## config.mk

```make
export PLATFORM = sky130hd
export DESIGN_NAME = adsr_status
export DESIGN_NICKNAME = d
export VERILOG_FILES = /design/src/adsr_pkg.sv /design/src/adsr_status.sv
export SDC_FILE = /design/constraint.sdc
export NUM_CORES = 1
export LEC_CHECK = 0
export ABC_CLOCK_PERIOD_IN_PS = 2500
export BUFFER_PORTS_ARGS = -buffer_cell sky130_fd_sc_hd__buf_4
export CAP_MARGIN = 20
export CORE_MARGIN = 2
export CORE_UTILIZATION = 45
export CTS_BUF_LIST = sky130_fd_sc_hd__clkbuf_8
export CTS_CLUSTER_DIAMETER = 100
export DETAILED_ROUTE_END_ITERATION = 6
export PLACE_DENSITY = 0.67
export SYNTH_ARGS = -nofsm -noshare
export SYNTH_HDL_FRONTEND = slang
export SYNTH_SLANG_ARGS = --single-unit
```

## constraint.sdc

```tcl
create_clock -name clk_i -period 2.5 [get_ports clk_i]
set_clock_uncertainty 0.15 [all_clocks]
set_input_delay 0.25 -clock clk_i [delete_from_list [all_inputs] [get_ports clk_i]]
set_output_delay 0.25 -clock clk_i [all_outputs]
set_load 0.01 [all_outputs]
```

## src/adsr_pkg.sv

```systemverilog
// Constants, register map and carrier types of the converter status and result logic.
package adsr_pkg;
    // ------------------------------------------------------------------
    // Register map (word index on the register port).
    // ------------------------------------------------------------------
    localparam int          ADDR_W        = 4;
    localparam int          DATA_W        = 16;
    localparam logic [3:0]  ADDR_CTL2     = 4'h0;
    localparam logic [3:0]  ADDR_CTL3     = 4'h1;
    localparam logic [3:0]  ADDR_CTL5     = 4'h2;
    localparam logic [3:0]  ADDR_STAT     = 4'h3;
    localparam logic [3:0]  ADDR_TEST     = 4'h4;
    localparam logic [3:0]  ADDR_PORT     = 4'h5;
    localparam logic [3:0]  ADDR_RES_BASE = 4'h8;
    // ------------------------------------------------------------------
    // Field positions.
    // ------------------------------------------------------------------
    localparam int          CTL2_PWR      = 7;
    localparam int          CTL2_FFC      = 6;
    localparam int          CTL2_HIW      = 5;
    localparam int          CTL5_S8       = 6;
    localparam int          CTL5_SCAN     = 5;
    localparam int          CTL5_MULT     = 4;
    localparam int          STAT_SCF      = 15;
    localparam int          STAT_PTR_LO   = 8;
    localparam int          TEST_SAR_LO   = 6;
    localparam int          TEST_RST      = 5;
    localparam int          TEST_OUT      = 4;
    localparam int          RES_LO        = 6;
    localparam int          SAR_W         = 10;
    localparam int          NRES          = 8;
    localparam logic [2:0]  LAST_OF_4     = 3'h3;
    localparam logic [2:0]  LAST_OF_8     = 3'h7;
    localparam logic [3:0]  GRP_MASK_4    = 4'hC;
    localparam logic [3:0]  GRP_MASK_8    = 4'h8;
    localparam logic [1:0]  FRZ_CONT      = 2'h0;
    // ------------------------------------------------------------------
    // Timing: stop recovery time and its cycle count at 100 MHz.
    // ------------------------------------------------------------------
    localparam int          CLK_PERIOD_NS = 10;
    localparam int          T_SR_NS       = 500;
    localparam int          T_SR_CYC      = (T_SR_NS + CLK_PERIOD_NS - 1) / CLK_PERIOD_NS;
    localparam int          RECOV_W       = 8;
    // ------------------------------------------------------------------
    // Carrier types towards the converter core.
    // ------------------------------------------------------------------
    typedef struct packed {
        logic             run;       // Core may convert.
        logic [3:0]       channel;   // Channel being converted.
        logic             sar_load;  // One-cycle load of the approximation value.
        logic [SAR_W-1:0] sar_data;  // Value to load.
    } adsr_core_req_t;
    typedef struct packed {
        logic             done;      // One-cycle end of a conversion.
        logic [SAR_W-1:0] data;      // Conversion result.
        logic [SAR_W-1:0] sar;       // Live approximation value.
    } adsr_core_rsp_t;
endpackage

```

## src/adsr_status.sv

```systemverilog
// Status flags, conversion pointer, results, test register and mode control of the converter.
module adsr_status
    import adsr_pkg::*;
(
    input  wire logic                   clk_i,          // 100 MHz clock.
    input  wire logic                   rst_n_i,        // Asynchronous reset, active low.
    input  wire logic [adsr_pkg::ADDR_W-1:0] addr_i,    // Register index.
    input  wire logic [adsr_pkg::DATA_W-1:0] wdata_i,   // Write data.
    input  wire logic                   wr_i,           // Write strobe.
    input  wire logic                   rd_i,           // Read strobe.
    output logic [adsr_pkg::DATA_W-1:0] rdata_o,        // Read data, cycle after strobe.
    input  wire logic                   special_mode_i, // Special operating mode.
    input  wire logic                   stop_mode_i,    // Stop mode.
    input  wire logic                   wait_mode_i,    // Wait mode.
    input  wire logic                   debug_mode_i,   // Background debug active.
    input  wire logic [7:0]             pad_i,          // Analog-capable pins.
    input  wire adsr_pkg::adsr_core_rsp_t core_rsp_i,   // From converter core.
    output adsr_pkg::adsr_core_req_t    core_req_o,     // To converter core.
    output logic [3:0]                  test_sel_o,     // Factory test select.
    output logic                        test_out_en_o   // Test signal to output mux.
);
    import adsr_pkg::*;

    // ------------------------------------------------------------------
    // Storage.
    // ------------------------------------------------------------------
    logic             pwr_ff, ffc_ff, hiw_ff;
    logic [1:0]       frz_ff;
    logic             s8_ff, scan_ff, mult_ff;
    logic [3:0]       chan_ff;
    logic             scf_ff, active_ff, pend_ff, first_ff;
    logic [2:0]       ptr_ff;
    logic [NRES-1:0]  ccf_ff, armed_ff;
    logic [RECOV_W-1:0] recov_ff;
    logic             stop_d_ff;
    logic [7:0]       pad_s1_ff, pad_s2_ff;
    logic [DATA_W-1:0] res_mem [NRES];
    logic [DATA_W-1:0] nxt_rdata;

    function automatic logic hit(input logic [ADDR_W-1:0] a, input logic [ADDR_W-1:0] r);
        hit = (a == r);
    endfunction

    // ------------------------------------------------------------------
    // Decoding of accesses and conversion events.
    // ------------------------------------------------------------------
    logic            wr_ctl5, rd_stat, rd_res, soft_rst, halt, conv_ok, last, launch;
    logic            set_scf;
    logic [2:0]      rd_idx, last_idx;
    logic [NRES-1:0] set_ccf, clr_ccf;

    assign wr_ctl5  = wr_i && hit(addr_i, ADDR_CTL5);
    assign rd_stat  = rd_i && hit(addr_i, ADDR_STAT);
    assign rd_res   = rd_i && addr_i[ADDR_W-1];
    assign rd_idx   = addr_i[2:0];
    assign soft_rst = wr_i && special_mode_i && hit(addr_i, ADDR_TEST)
                      && wdata_i[TEST_RST];
    // Conversion is held off by power-down, wait with halt, or debug freeze.
    assign halt     = !pwr_ff || (wait_mode_i && hiw_ff)
                      || (debug_mode_i && frz_ff != FRZ_CONT);
    assign last_idx = s8_ff ? LAST_OF_8 : LAST_OF_4;
    assign conv_ok  = core_rsp_i.done && active_ff && !halt && !stop_mode_i && !wr_ctl5;
    assign last     = (ptr_ff == last_idx);
    assign set_scf  = conv_ok && last && (!scan_ff || first_ff);
    // A start also waits out the cycle in which stop falls, before the recovery count loads.
    assign launch   = pend_ff && (recov_ff == '0) && !stop_d_ff
                      && !stop_mode_i && !wr_ctl5;
    assign set_ccf  = conv_ok ? (NRES'(1) << ptr_ff) : '0;
    // Fast clearing needs only the result read; otherwise a prior status read arms it.
    assign clr_ccf  = !rd_res ? '0 :
                      ffc_ff ? (NRES'(1) << rd_idx)
                             : (armed_ff & (NRES'(1) << rd_idx));

    // ------------------------------------------------------------------
    // Control registers; soft reset keeps the power-up bit.
    // ------------------------------------------------------------------
    always_ff @(posedge clk_i or negedge rst_n_i) begin
        if (!rst_n_i) begin
            pwr_ff <= 1'b0; ffc_ff <= 1'b0; hiw_ff <= 1'b0; frz_ff <= '0;
            s8_ff <= 1'b0; scan_ff <= 1'b0; mult_ff <= 1'b0; chan_ff <= '0;
        end else if (soft_rst) begin
            ffc_ff <= 1'b0; hiw_ff <= 1'b0; frz_ff <= '0;
            s8_ff <= 1'b0; scan_ff <= 1'b0; mult_ff <= 1'b0; chan_ff <= '0;
        end else if (wr_i) begin
            if (hit(addr_i, ADDR_CTL2)) begin
                pwr_ff <= wdata_i[CTL2_PWR];
                ffc_ff <= wdata_i[CTL2_FFC];
                hiw_ff <= wdata_i[CTL2_HIW];
            end
            if (hit(addr_i, ADDR_CTL3)) begin
                frz_ff <= wdata_i[1:0];
            end
            if (wr_ctl5) begin
                s8_ff   <= wdata_i[CTL5_S8];
                scan_ff <= wdata_i[CTL5_SCAN];
                mult_ff <= wdata_i[CTL5_MULT];
                chan_ff <= wdata_i[3:0];
            end
        end
    end

    // ------------------------------------------------------------------
    // Stop recovery counter, loaded when stop mode ends.
    // ------------------------------------------------------------------
    always_ff @(posedge clk_i or negedge rst_n_i) begin
        if (!rst_n_i) begin
            stop_d_ff <= 1'b0;
            recov_ff  <= '0;
        end else begin
            stop_d_ff <= stop_mode_i;
            if (soft_rst) begin
                recov_ff <= '0;
            end else if (stop_d_ff && !stop_mode_i) begin
                recov_ff <= RECOV_W'(T_SR_CYC);
            end else if (recov_ff != '0) begin
                recov_ff <= recov_ff - RECOV_W'(1);
            end
        end
    end

    // ------------------------------------------------------------------
    // Sequencer: start, pointer, abort.
    // ------------------------------------------------------------------
    always_ff @(posedge clk_i or negedge rst_n_i) begin
        if (!rst_n_i) begin
            active_ff <= 1'b0; pend_ff <= 1'b0; first_ff <= 1'b0; ptr_ff <= '0;
        end else if (soft_rst) begin
            active_ff <= 1'b0; pend_ff <= 1'b0; first_ff <= 1'b0; ptr_ff <= '0;
        end else if (wr_ctl5) begin
            active_ff <= 1'b0;
            pend_ff   <= 1'b1;
            first_ff  <= 1'b1;
            ptr_ff    <= '0;
        end else if (stop_mode_i) begin
            active_ff <= 1'b0;
            pend_ff   <= 1'b0;
            ptr_ff    <= '0;
        end else if (launch) begin
            active_ff <= 1'b1;
            pend_ff   <= 1'b0;
            ptr_ff    <= '0;
        end else if (conv_ok) begin
            if (!last) begin
                ptr_ff <= ptr_ff + 3'h1;
            end else begin
                ptr_ff   <= '0;
                first_ff <= 1'b0;
                if (!scan_ff) begin
                    active_ff <= 1'b0;
                end
            end
        end
    end

    // ------------------------------------------------------------------
    // Flags: hardware set wins over every clear except soft reset and a CTL5 write.
    // ------------------------------------------------------------------
    always_ff @(posedge clk_i or negedge rst_n_i) begin
        if (!rst_n_i) begin
            scf_ff <= 1'b0; ccf_ff <= '0; armed_ff <= '0;
        end else if (soft_rst || wr_ctl5) begin
            scf_ff <= 1'b0; ccf_ff <= '0; armed_ff <= '0;
        end else begin
            if (set_scf) begin
                scf_ff <= 1'b1;
            end else if (wr_i && special_mode_i && hit(addr_i, ADDR_STAT)) begin
                scf_ff <= wdata_i[STAT_SCF];
            end else if (ffc_ff && rd_res && rd_idx == '0) begin
                scf_ff <= 1'b0;
            end
            if (wr_i && special_mode_i && hit(addr_i, ADDR_STAT)) begin
                ccf_ff <= wdata_i[NRES-1:0] | set_ccf;
            end else begin
                ccf_ff <= (ccf_ff & ~clr_ccf) | set_ccf;
            end
            if (rd_stat) begin
                armed_ff <= ccf_ff;
            end else begin
                armed_ff <= armed_ff & ~clr_ccf;
            end
        end
    end

    // ------------------------------------------------------------------
    // Result store: left-justified, no reset value.
    // ------------------------------------------------------------------
    always_ff @(posedge clk_i) begin
        if (conv_ok) begin
            res_mem[ptr_ff] <= {core_rsp_i.data, {RES_LO{1'b0}}};
        end
    end

    // ------------------------------------------------------------------
    // Pin synchroniser.
    // ------------------------------------------------------------------
    always_ff @(posedge clk_i or negedge rst_n_i) begin
        if (!rst_n_i) begin
            pad_s1_ff <= '0;
            pad_s2_ff <= '0;
        end else begin
            pad_s1_ff <= pad_i;
            pad_s2_ff <= pad_s1_ff;
        end
    end

    // ------------------------------------------------------------------
    // Read multiplexer; unmapped indices read zero.
    // ------------------------------------------------------------------
    always_comb begin
        nxt_rdata = '0;
        if (addr_i[ADDR_W-1]) begin
            nxt_rdata = res_mem[rd_idx];
        end else if (hit(addr_i, ADDR_CTL2)) begin
            nxt_rdata[CTL2_PWR] = pwr_ff;
            nxt_rdata[CTL2_FFC] = ffc_ff;
            nxt_rdata[CTL2_HIW] = hiw_ff;
        end else if (hit(addr_i, ADDR_CTL3)) begin
            nxt_rdata[1:0] = frz_ff;
        end else if (hit(addr_i, ADDR_CTL5)) begin
            nxt_rdata[CTL5_S8]   = s8_ff;
            nxt_rdata[CTL5_SCAN] = scan_ff;
            nxt_rdata[CTL5_MULT] = mult_ff;
            nxt_rdata[3:0]       = chan_ff;
        end else if (hit(addr_i, ADDR_STAT)) begin
            nxt_rdata[STAT_SCF]                = scf_ff;
            nxt_rdata[STAT_PTR_LO+2:STAT_PTR_LO] = ptr_ff;
            nxt_rdata[NRES-1:0]                = ccf_ff;
        end else if (hit(addr_i, ADDR_TEST) && special_mode_i) begin
            nxt_rdata[DATA_W-1:TEST_SAR_LO] = core_rsp_i.sar;
            nxt_rdata[TEST_OUT]             = test_out_en_o;
            nxt_rdata[3:0]                  = test_sel_o;
        end else if (hit(addr_i, ADDR_PORT)) begin
            nxt_rdata[7:0] = pad_s2_ff;
        end
    end

    // Registered read data, zero outside the answer cycle.
    always_ff @(posedge clk_i or negedge rst_n_i) begin
        if (!rst_n_i) begin
            rdata_o <= '0;
        end else if (rd_i) begin
            rdata_o <= nxt_rdata;
        end else begin
            rdata_o <= '0;
        end
    end

    // ------------------------------------------------------------------
    // Test register outputs and core request.
    // ------------------------------------------------------------------
    always_ff @(posedge clk_i or negedge rst_n_i) begin
        if (!rst_n_i) begin
            test_sel_o    <= '0;
            test_out_en_o <= 1'b0;
            core_req_o    <= '0;
        end else begin
            core_req_o.sar_load <= 1'b0;
            if (soft_rst) begin
                test_sel_o    <= '0;
                test_out_en_o <= 1'b0;
            end else if (wr_i && special_mode_i && hit(addr_i, ADDR_TEST)) begin
                test_sel_o          <= wdata_i[3:0];
                test_out_en_o       <= wdata_i[TEST_OUT];
                core_req_o.sar_load <= 1'b1;
                core_req_o.sar_data <= wdata_i[DATA_W-1:TEST_SAR_LO];
            end
            core_req_o.run <= (active_ff || launch) && !halt && !stop_mode_i
                              && !wr_ctl5 && !soft_rst;
            core_req_o.channel <= mult_ff ?
                (chan_ff & (s8_ff ? GRP_MASK_8 : GRP_MASK_4)) | {1'b0, ptr_ff} : chan_ff;
        end
    end
endmodule

```

==> results of run 1 <==
==> power breakdown <==
group	internal (µW)	switching, µW
sequential	3220	166
clock	921	1100
combinational	438	448
total	4580	1710
==> cell type report <==
class | instances | share of cell area [%]
Clock buffer | 17 | 2.48
Clock inverter | 15 | 1.88
Sequential cell | 177 | 51.1
Tap cell | 220 | 2.91
Timing Repair Buffer | 166 | 14.6
Inverter | 17 | 0.676
Multi-Input combinational cell | 349 | 26.3
==> worst paths after layout <==
| path | start | to | cells past startpoint |
|---|---|---|---|
| worst min register to register | pad_s1_ff[5] | pad_s2_ff[5] | 0 |
| worst max register to register | ptr_ff[2] | res_mem[7][8] | 5 |
| worst max-delay path | addr_i[3] | rdata_o[10] | 7 |
| worst min-delay path | addr_i[0] | rdata_o[5] | 4 |
| max in group asynchronous | rst_n_i | armed_ff[7] | 3 |
| min in group asynchronous | rst_n_i | recov_ff[3] | 2 |
==> flip-flops by register name (all words and copies together) (netlist names), 2 cells and up <==
| signal | flops |
|---|---|
| test_sel_o | 4 |
| recov_ff | 8 |
| res_mem | 80 |
| ccf_ff | 8 |
| frz_ff | 2 |
| ptr_ff | 3 |
| chan_ff | 4 |
| core_req_o | 16 |
| pad_s1_ff | 8 |
| rdata_o | 16 |
| pad_s2_ff | 8 |
| armed_ff | 8 |
==> critical path, stage by stage <==
cell	delay, ps
dlygate4sd3_1	540
buf_4	210
inv_1	210
and2_1	360
nand2_1	90
a221oi_1	230
dlygate4sd3_1	590
==> metal layers <==
metal	vias up	share of wire, %	global-route usage, %
li1	2414	-	-
met1	2586	43	30.1
met2	201	49	36.1
met3	18	6.8	4.98
met4	0	1.1	5.85
met5	-	0	0
==> kinds of logic (layout without fill, tap and decap cells) <==
logic type,count (synthesis),after routing,share of synthesized area [%]
xor gates and xnor gates,3,3,0.348
buffers and inverters,44,215,3.07
and+or+nand+nor,190,190,12.1
AOI/OAI and AO/OA,96,96,8.71
adders and majority gates,8,8,1.33
muxes,52,52,10.5
DFF,177,177,64.0
==> layout by cell type, fill, tap and decap left out, types with 18 or more instances in the layout <==
| master | netlist | layout |
|---|---|---|
| mux4_2 | 20 | 20 |
| edfxtp_1 | 80 | 80 |
| inv_1 | 17 | 18 |
| nand2_1 | 80 | 80 |
| dlygate4sd3_1 | 0 | 48 |
| nor2_1 | 37 | 37 |
| dfrtp_1 | 97 | 97 |
| a21oi_1 | 18 | 18 |
| buf_4 | 4 | 117 |
| nand3_1 | 26 | 26 |
==> through the flow <==
step | setup slack (ps) | cell area, µm² | hold slack [ps]
finish | 263 | 9440 | 68.0
global route | 192 | 9440 | 59.8
CTS | 334 | 9440 | 41.9
detailed placement | 250 | 8550 | 118
global placement | 277 | 8550 | 108
floorplan | 61.3 | 7550 | -196
==> reports/qor.yml, run 1 <==
run_status:
  status: "completed"
synthesis:
  synth_edf_count: 80
  synth_ff_type: "dfrtp_1"
  synthTopCellsByArea: "dfrtp_1 32%, edfxtp_1 32%, mux4_2 6.0%, nand2_1 4.0%, mux2i_1 2.3%"
  synth.top_cell.area_share_pct: 32.2
  async_flop_share_pct: 54.8
  avgSynthCellArea_um2: 13.2
  syn_area_um2: 7550
  syn_inst: 570
  synth_common_cells: "97 x dfrtp_1, 80 x edfxtp_1, 80 x nand2_1"
  synthDistinctLibCells: 60
  ys_ff_latch: 177
  synth_warnings: 0
  yosysTopAreaCell: "dfrtp_1"
  synth_nets: 635
  yosys.cell_count.top_type: "dfrtp_1"
  ys_seq_area_share_pct: 64.0
global_routing:
  grt_pass1_wl_mm: 29.2
  globalRouteTotalUtil_pct: 22.1
  grt_pass1_vias: 5254
  antenna_found_initial: 0
  grt_overflow: 0
  grt_max_degree: 48
sta:
  period_needed_ps: 2240
  tightest_slew_ps: 527
  rsz0062_at_grt: "no"
  max_freq_ghz: 0.447
  finalCritPeriodShare_pct: 89.5
  setup_viol: 0
  finalHoldViolCount: 0
  fin_setup_tns_ps: 0
  slew_violations: 0
  maxSlewHeadroom_pct: 64.0
setup_path:
  worst-endpoint-arrival_ps: 2490
  critical_path_required_ps: 2750
  worst_setup_path_start_kind: "input port"
  path_max_fanout: 22
  rrSetupSlack_ps: 360
  setup.worst_path.class: "input port to flop"
  cp-end-kind: "flop"
finish:
  multi_input_area_um2: 2480
  area_growth_pct: 25.2
  final_cells: 961
  antennaDiodeCount: 0
  regArea_um2: 4830
  nNetsFinal: 793
  drive_above_1_share_pct: 26.2
  fin_util_pct: 57.4
  nFillCells: 1336
die:
  ios: 94
  initial_utilization_pct: 45.8
  die_w_um: 133
  die-area_um2: 17800
  core_area_um2: 16500
  fp.dieH_um: 133
  row_count: 47
clocking:
  cts_tree: "yes"
  h-tree-depth: 4
  post_cts_buffers: 0
  cts_resized: 0
  clk_pin_slew_ps: 90
  root_buffer: "clkbuf_8"
  clkLatencyLatePin_ps: 480
  cts_hold_buf: 48
  clock_path_buffers: 2
  cts_sinks: 177
  cts_buffers: 17
drt:
  dr.pass1.iters: 5
  route.detailed.drc: 0
  antenna_left: 0
  drt-vias-per-instance: 5.43
  wirelength_mm: 19.1
  num_vias: 5219
  routedWlPerCell_um: 19.9
  drt_iter0_drc: 432
power:
  total_power_uw: 6290
  power-per-cell-area_nw_per_um2: 666
  leakagePower_uw: 0.00389
  vdd_ir_drop_max_v: 0.000399
job:
  cap_viol_max_count: 0
hold_path:
  hold_path.class: "input port to flop"
placement:
  placed_cells: 881
  io_buffer_count: 93
  dp_hpwl_mm: 13.4
  gp_congestion: 0.907
(Power assumes the default switching activity.)
==> inputs of run 2 (changes only) <==
GPL_TIMING_DRIVEN = 0   (was unset)
==> reports/qor.yml, run 2 (synthesized netlist as in run 1, its figures left out) <==
sta:
  finalCritPeriodShare_pct: 94.9
  rsz0062_at_grt: "no"
  slew_violations: 0
  period_needed_ps: 2370
  max_freq_ghz: 0.422
  setup_viol: 0
  maxSlewHeadroom_pct: 29.1
  tightest_slew_ps: 1060
  finalHoldViolCount: 0
  setup_ws_ps: 129
global_routing:
  grt_overflow: 0
  antenna_found_initial: 0
  grt_pass1_vias: 5230
  busiest_layer: "met2"
  grt_pass1_wl_mm: 29.2
  globalRouteTotalUtil_pct: 22.0
  use_met1_pct: 30.4
  grt_max_degree: 70
  grt_use_met2_pct: 33.7
  grt_use_met3_pct: 6.24
power:
  seq_power_share_pct: 53.3
  swShare_pct: 26.2
  p_int_uw: 4690
  pwr-share-clk_pct: 32.9
  leakagePower_uw: 0.00394
  power.switching_uw: 1660
  combPwrFrac_pct: 13.8
  vdd_ir_drop_max_v: 0.000402
  power-per-cell-area_nw_per_um2: 662
drt:
  drt_iter0_drc: 471
  num_vias: 5303
  dr.pass1.iters: 5
  route.detailed.drc: 0
  wirelength_mm: 18.7
  routedWlPerCell_um: 19.3
  drt-vias-per-instance: 5.45
  antenna_left: 0
finish:
  antennaDiodeCount: 0
  nFillCells: 1333
  final_cells: 973
  largest_register_ffs: 80
  top_regs: "res_mem x80, core_req_o x16, rdata_o x16"
  final_cell_mix: "103 x buf_4, 97 x dfrtp_1, 80 x nand2_1, 80 x edfxtp_1, 44 x dlygate4sd3_1"
  drive_above_1_share_pct: 27.9
  nNetsFinal: 805
  regMostFlops: "res_mem"
  final_common_cell: "buf_4"
  area_growth_pct: 27.2
clocking:
  h-tree-depth: 4
  clkLatencyLatePin_ps: 470
  cts_tree: "yes"
  cts_sinks: 177
  root_buffer: "clkbuf_8"
  clock_path_buffers: 2
  cts_buffers: 17
  clk_pin_slew_ps: 90
setup_path:
  worst_setup_path_start_kind: "flop"
  path_max_fanout: 10
  critical_path_required_ps: 2540
  worst-endpoint-arrival_ps: 2410
  startpoint: "frz_ff[1]"
  cp-end-kind: "flop"
  reg2reg_from: "frz_ff[1]"
  setup.worst_path.class: "flop to flop"
placement:
  dp_worst_setup_slack_ps: -478
  io_buffer_count: 92
  gp_congestion: 0.883
  dp_hpwl_mm: 13.1
  placed_cells: 889
hold_path:
  hold_path.class: "input port to flop"
  hp-start: "addr_i[3]"
die:
  core_area_um2: 16500
  initial_utilization_pct: 45.8
  die_w_um: 133
  row_count: 47
  die-area_um2: 17800
  fp.dieH_um: 133
  ios: 94
job:
  cap_viol_max_count: 0
run_status:
  status: "completed"
-- run 2: cell types whose count changed in the layout (fill, tap and decap cells not counted), sizes merged --
cell,previous run,this run
clkbuf,17,25
dlygate4sd3,48,44
clkinvlp,2,3
bufinv,2,3
clkinv,4,6
inv,24,19
buf,118,127
-- run 2: cell type report --
class	instances	area [µm²]	share of cell area (%)
sequential	177	4830	50.3
multi-input combinational	349	2530	26.4
timing repair buffer	151	1300	13.5
tap	220	275	2.87
clock buffer	18	248	2.58
clock inverter	14	183	1.90
buffer	27	168	1.75
inverter	17	63.8	0.665
-- run 2: power groups by stage --
stage | Sequential [µW] | Combinational, µW | Clock [µW]
finish | 3380 | 880 | 2090
global route | 3410 | 973 | 2260
CTS | 3380 | 882 | 2130
detailed placement | 3440 | 822 | 0
global placement | 3430 | 802 | 0
floorplan | 3420 | 456 | 0
-- run 2: path summary, 6_finish.rpt --
check | endpoint | slack, ps | cells past startpoint
min in group asynchronous | recov_ff[2] | 120 | 2
worst min-delay path | rdata_o[5] | 70 | 4
worst min register to register | pad_s2_ff[7] | 210 | 0
worst max-delay path | res_mem[0][0] | 130 | 6
worst max register to register | res_mem[0][0] | 130 | 6
max in group asynchronous | pad_s1_ff[1] | 1400 | 3
-- run 2: through the flow --
step	instance area, µm²	TNS, ps	utilization (%)	hold slack (ps)	power (µW)
4_1_cts	9530	0	57.9	44.1	6390
5_1_grt	9600	0	58.3	86.2	6640
6_report	9600	0	58.3	71.0	6350
3_5_place_dp	8610	-14860	52.3	80.6	4260
3_3_place_gp	8510	-38230	51.7	185	4230
2_1_floorplan	7550	0	-	-196	3870
-- run 2: repair_timing --
item,in CTS,in global routing
pin swaps,1,3
hold buffers,44,0
resized for setup,7,3
endpoints found under the setup margin,39,60
cloned,0,0
hold endpoints to repair,189,0
buffers inserted,2,6
-- run 2: layer usage --
layer / share of wire, % / wire, µm
met5: 0 / 0
met4: 2.3 / 424
met1: 44 / 8200
met2: 47 / 8730
met3: 7.4 / 1380
-- run 2: worst max-delay path, cell delays in order, from the launching register on --
cell and delay [ps]:
dfrtp_1 450, o21a_1 260, a211oi_2 260, buf_4 210, nand2_1 240, nor3_4 300
buf_4 210
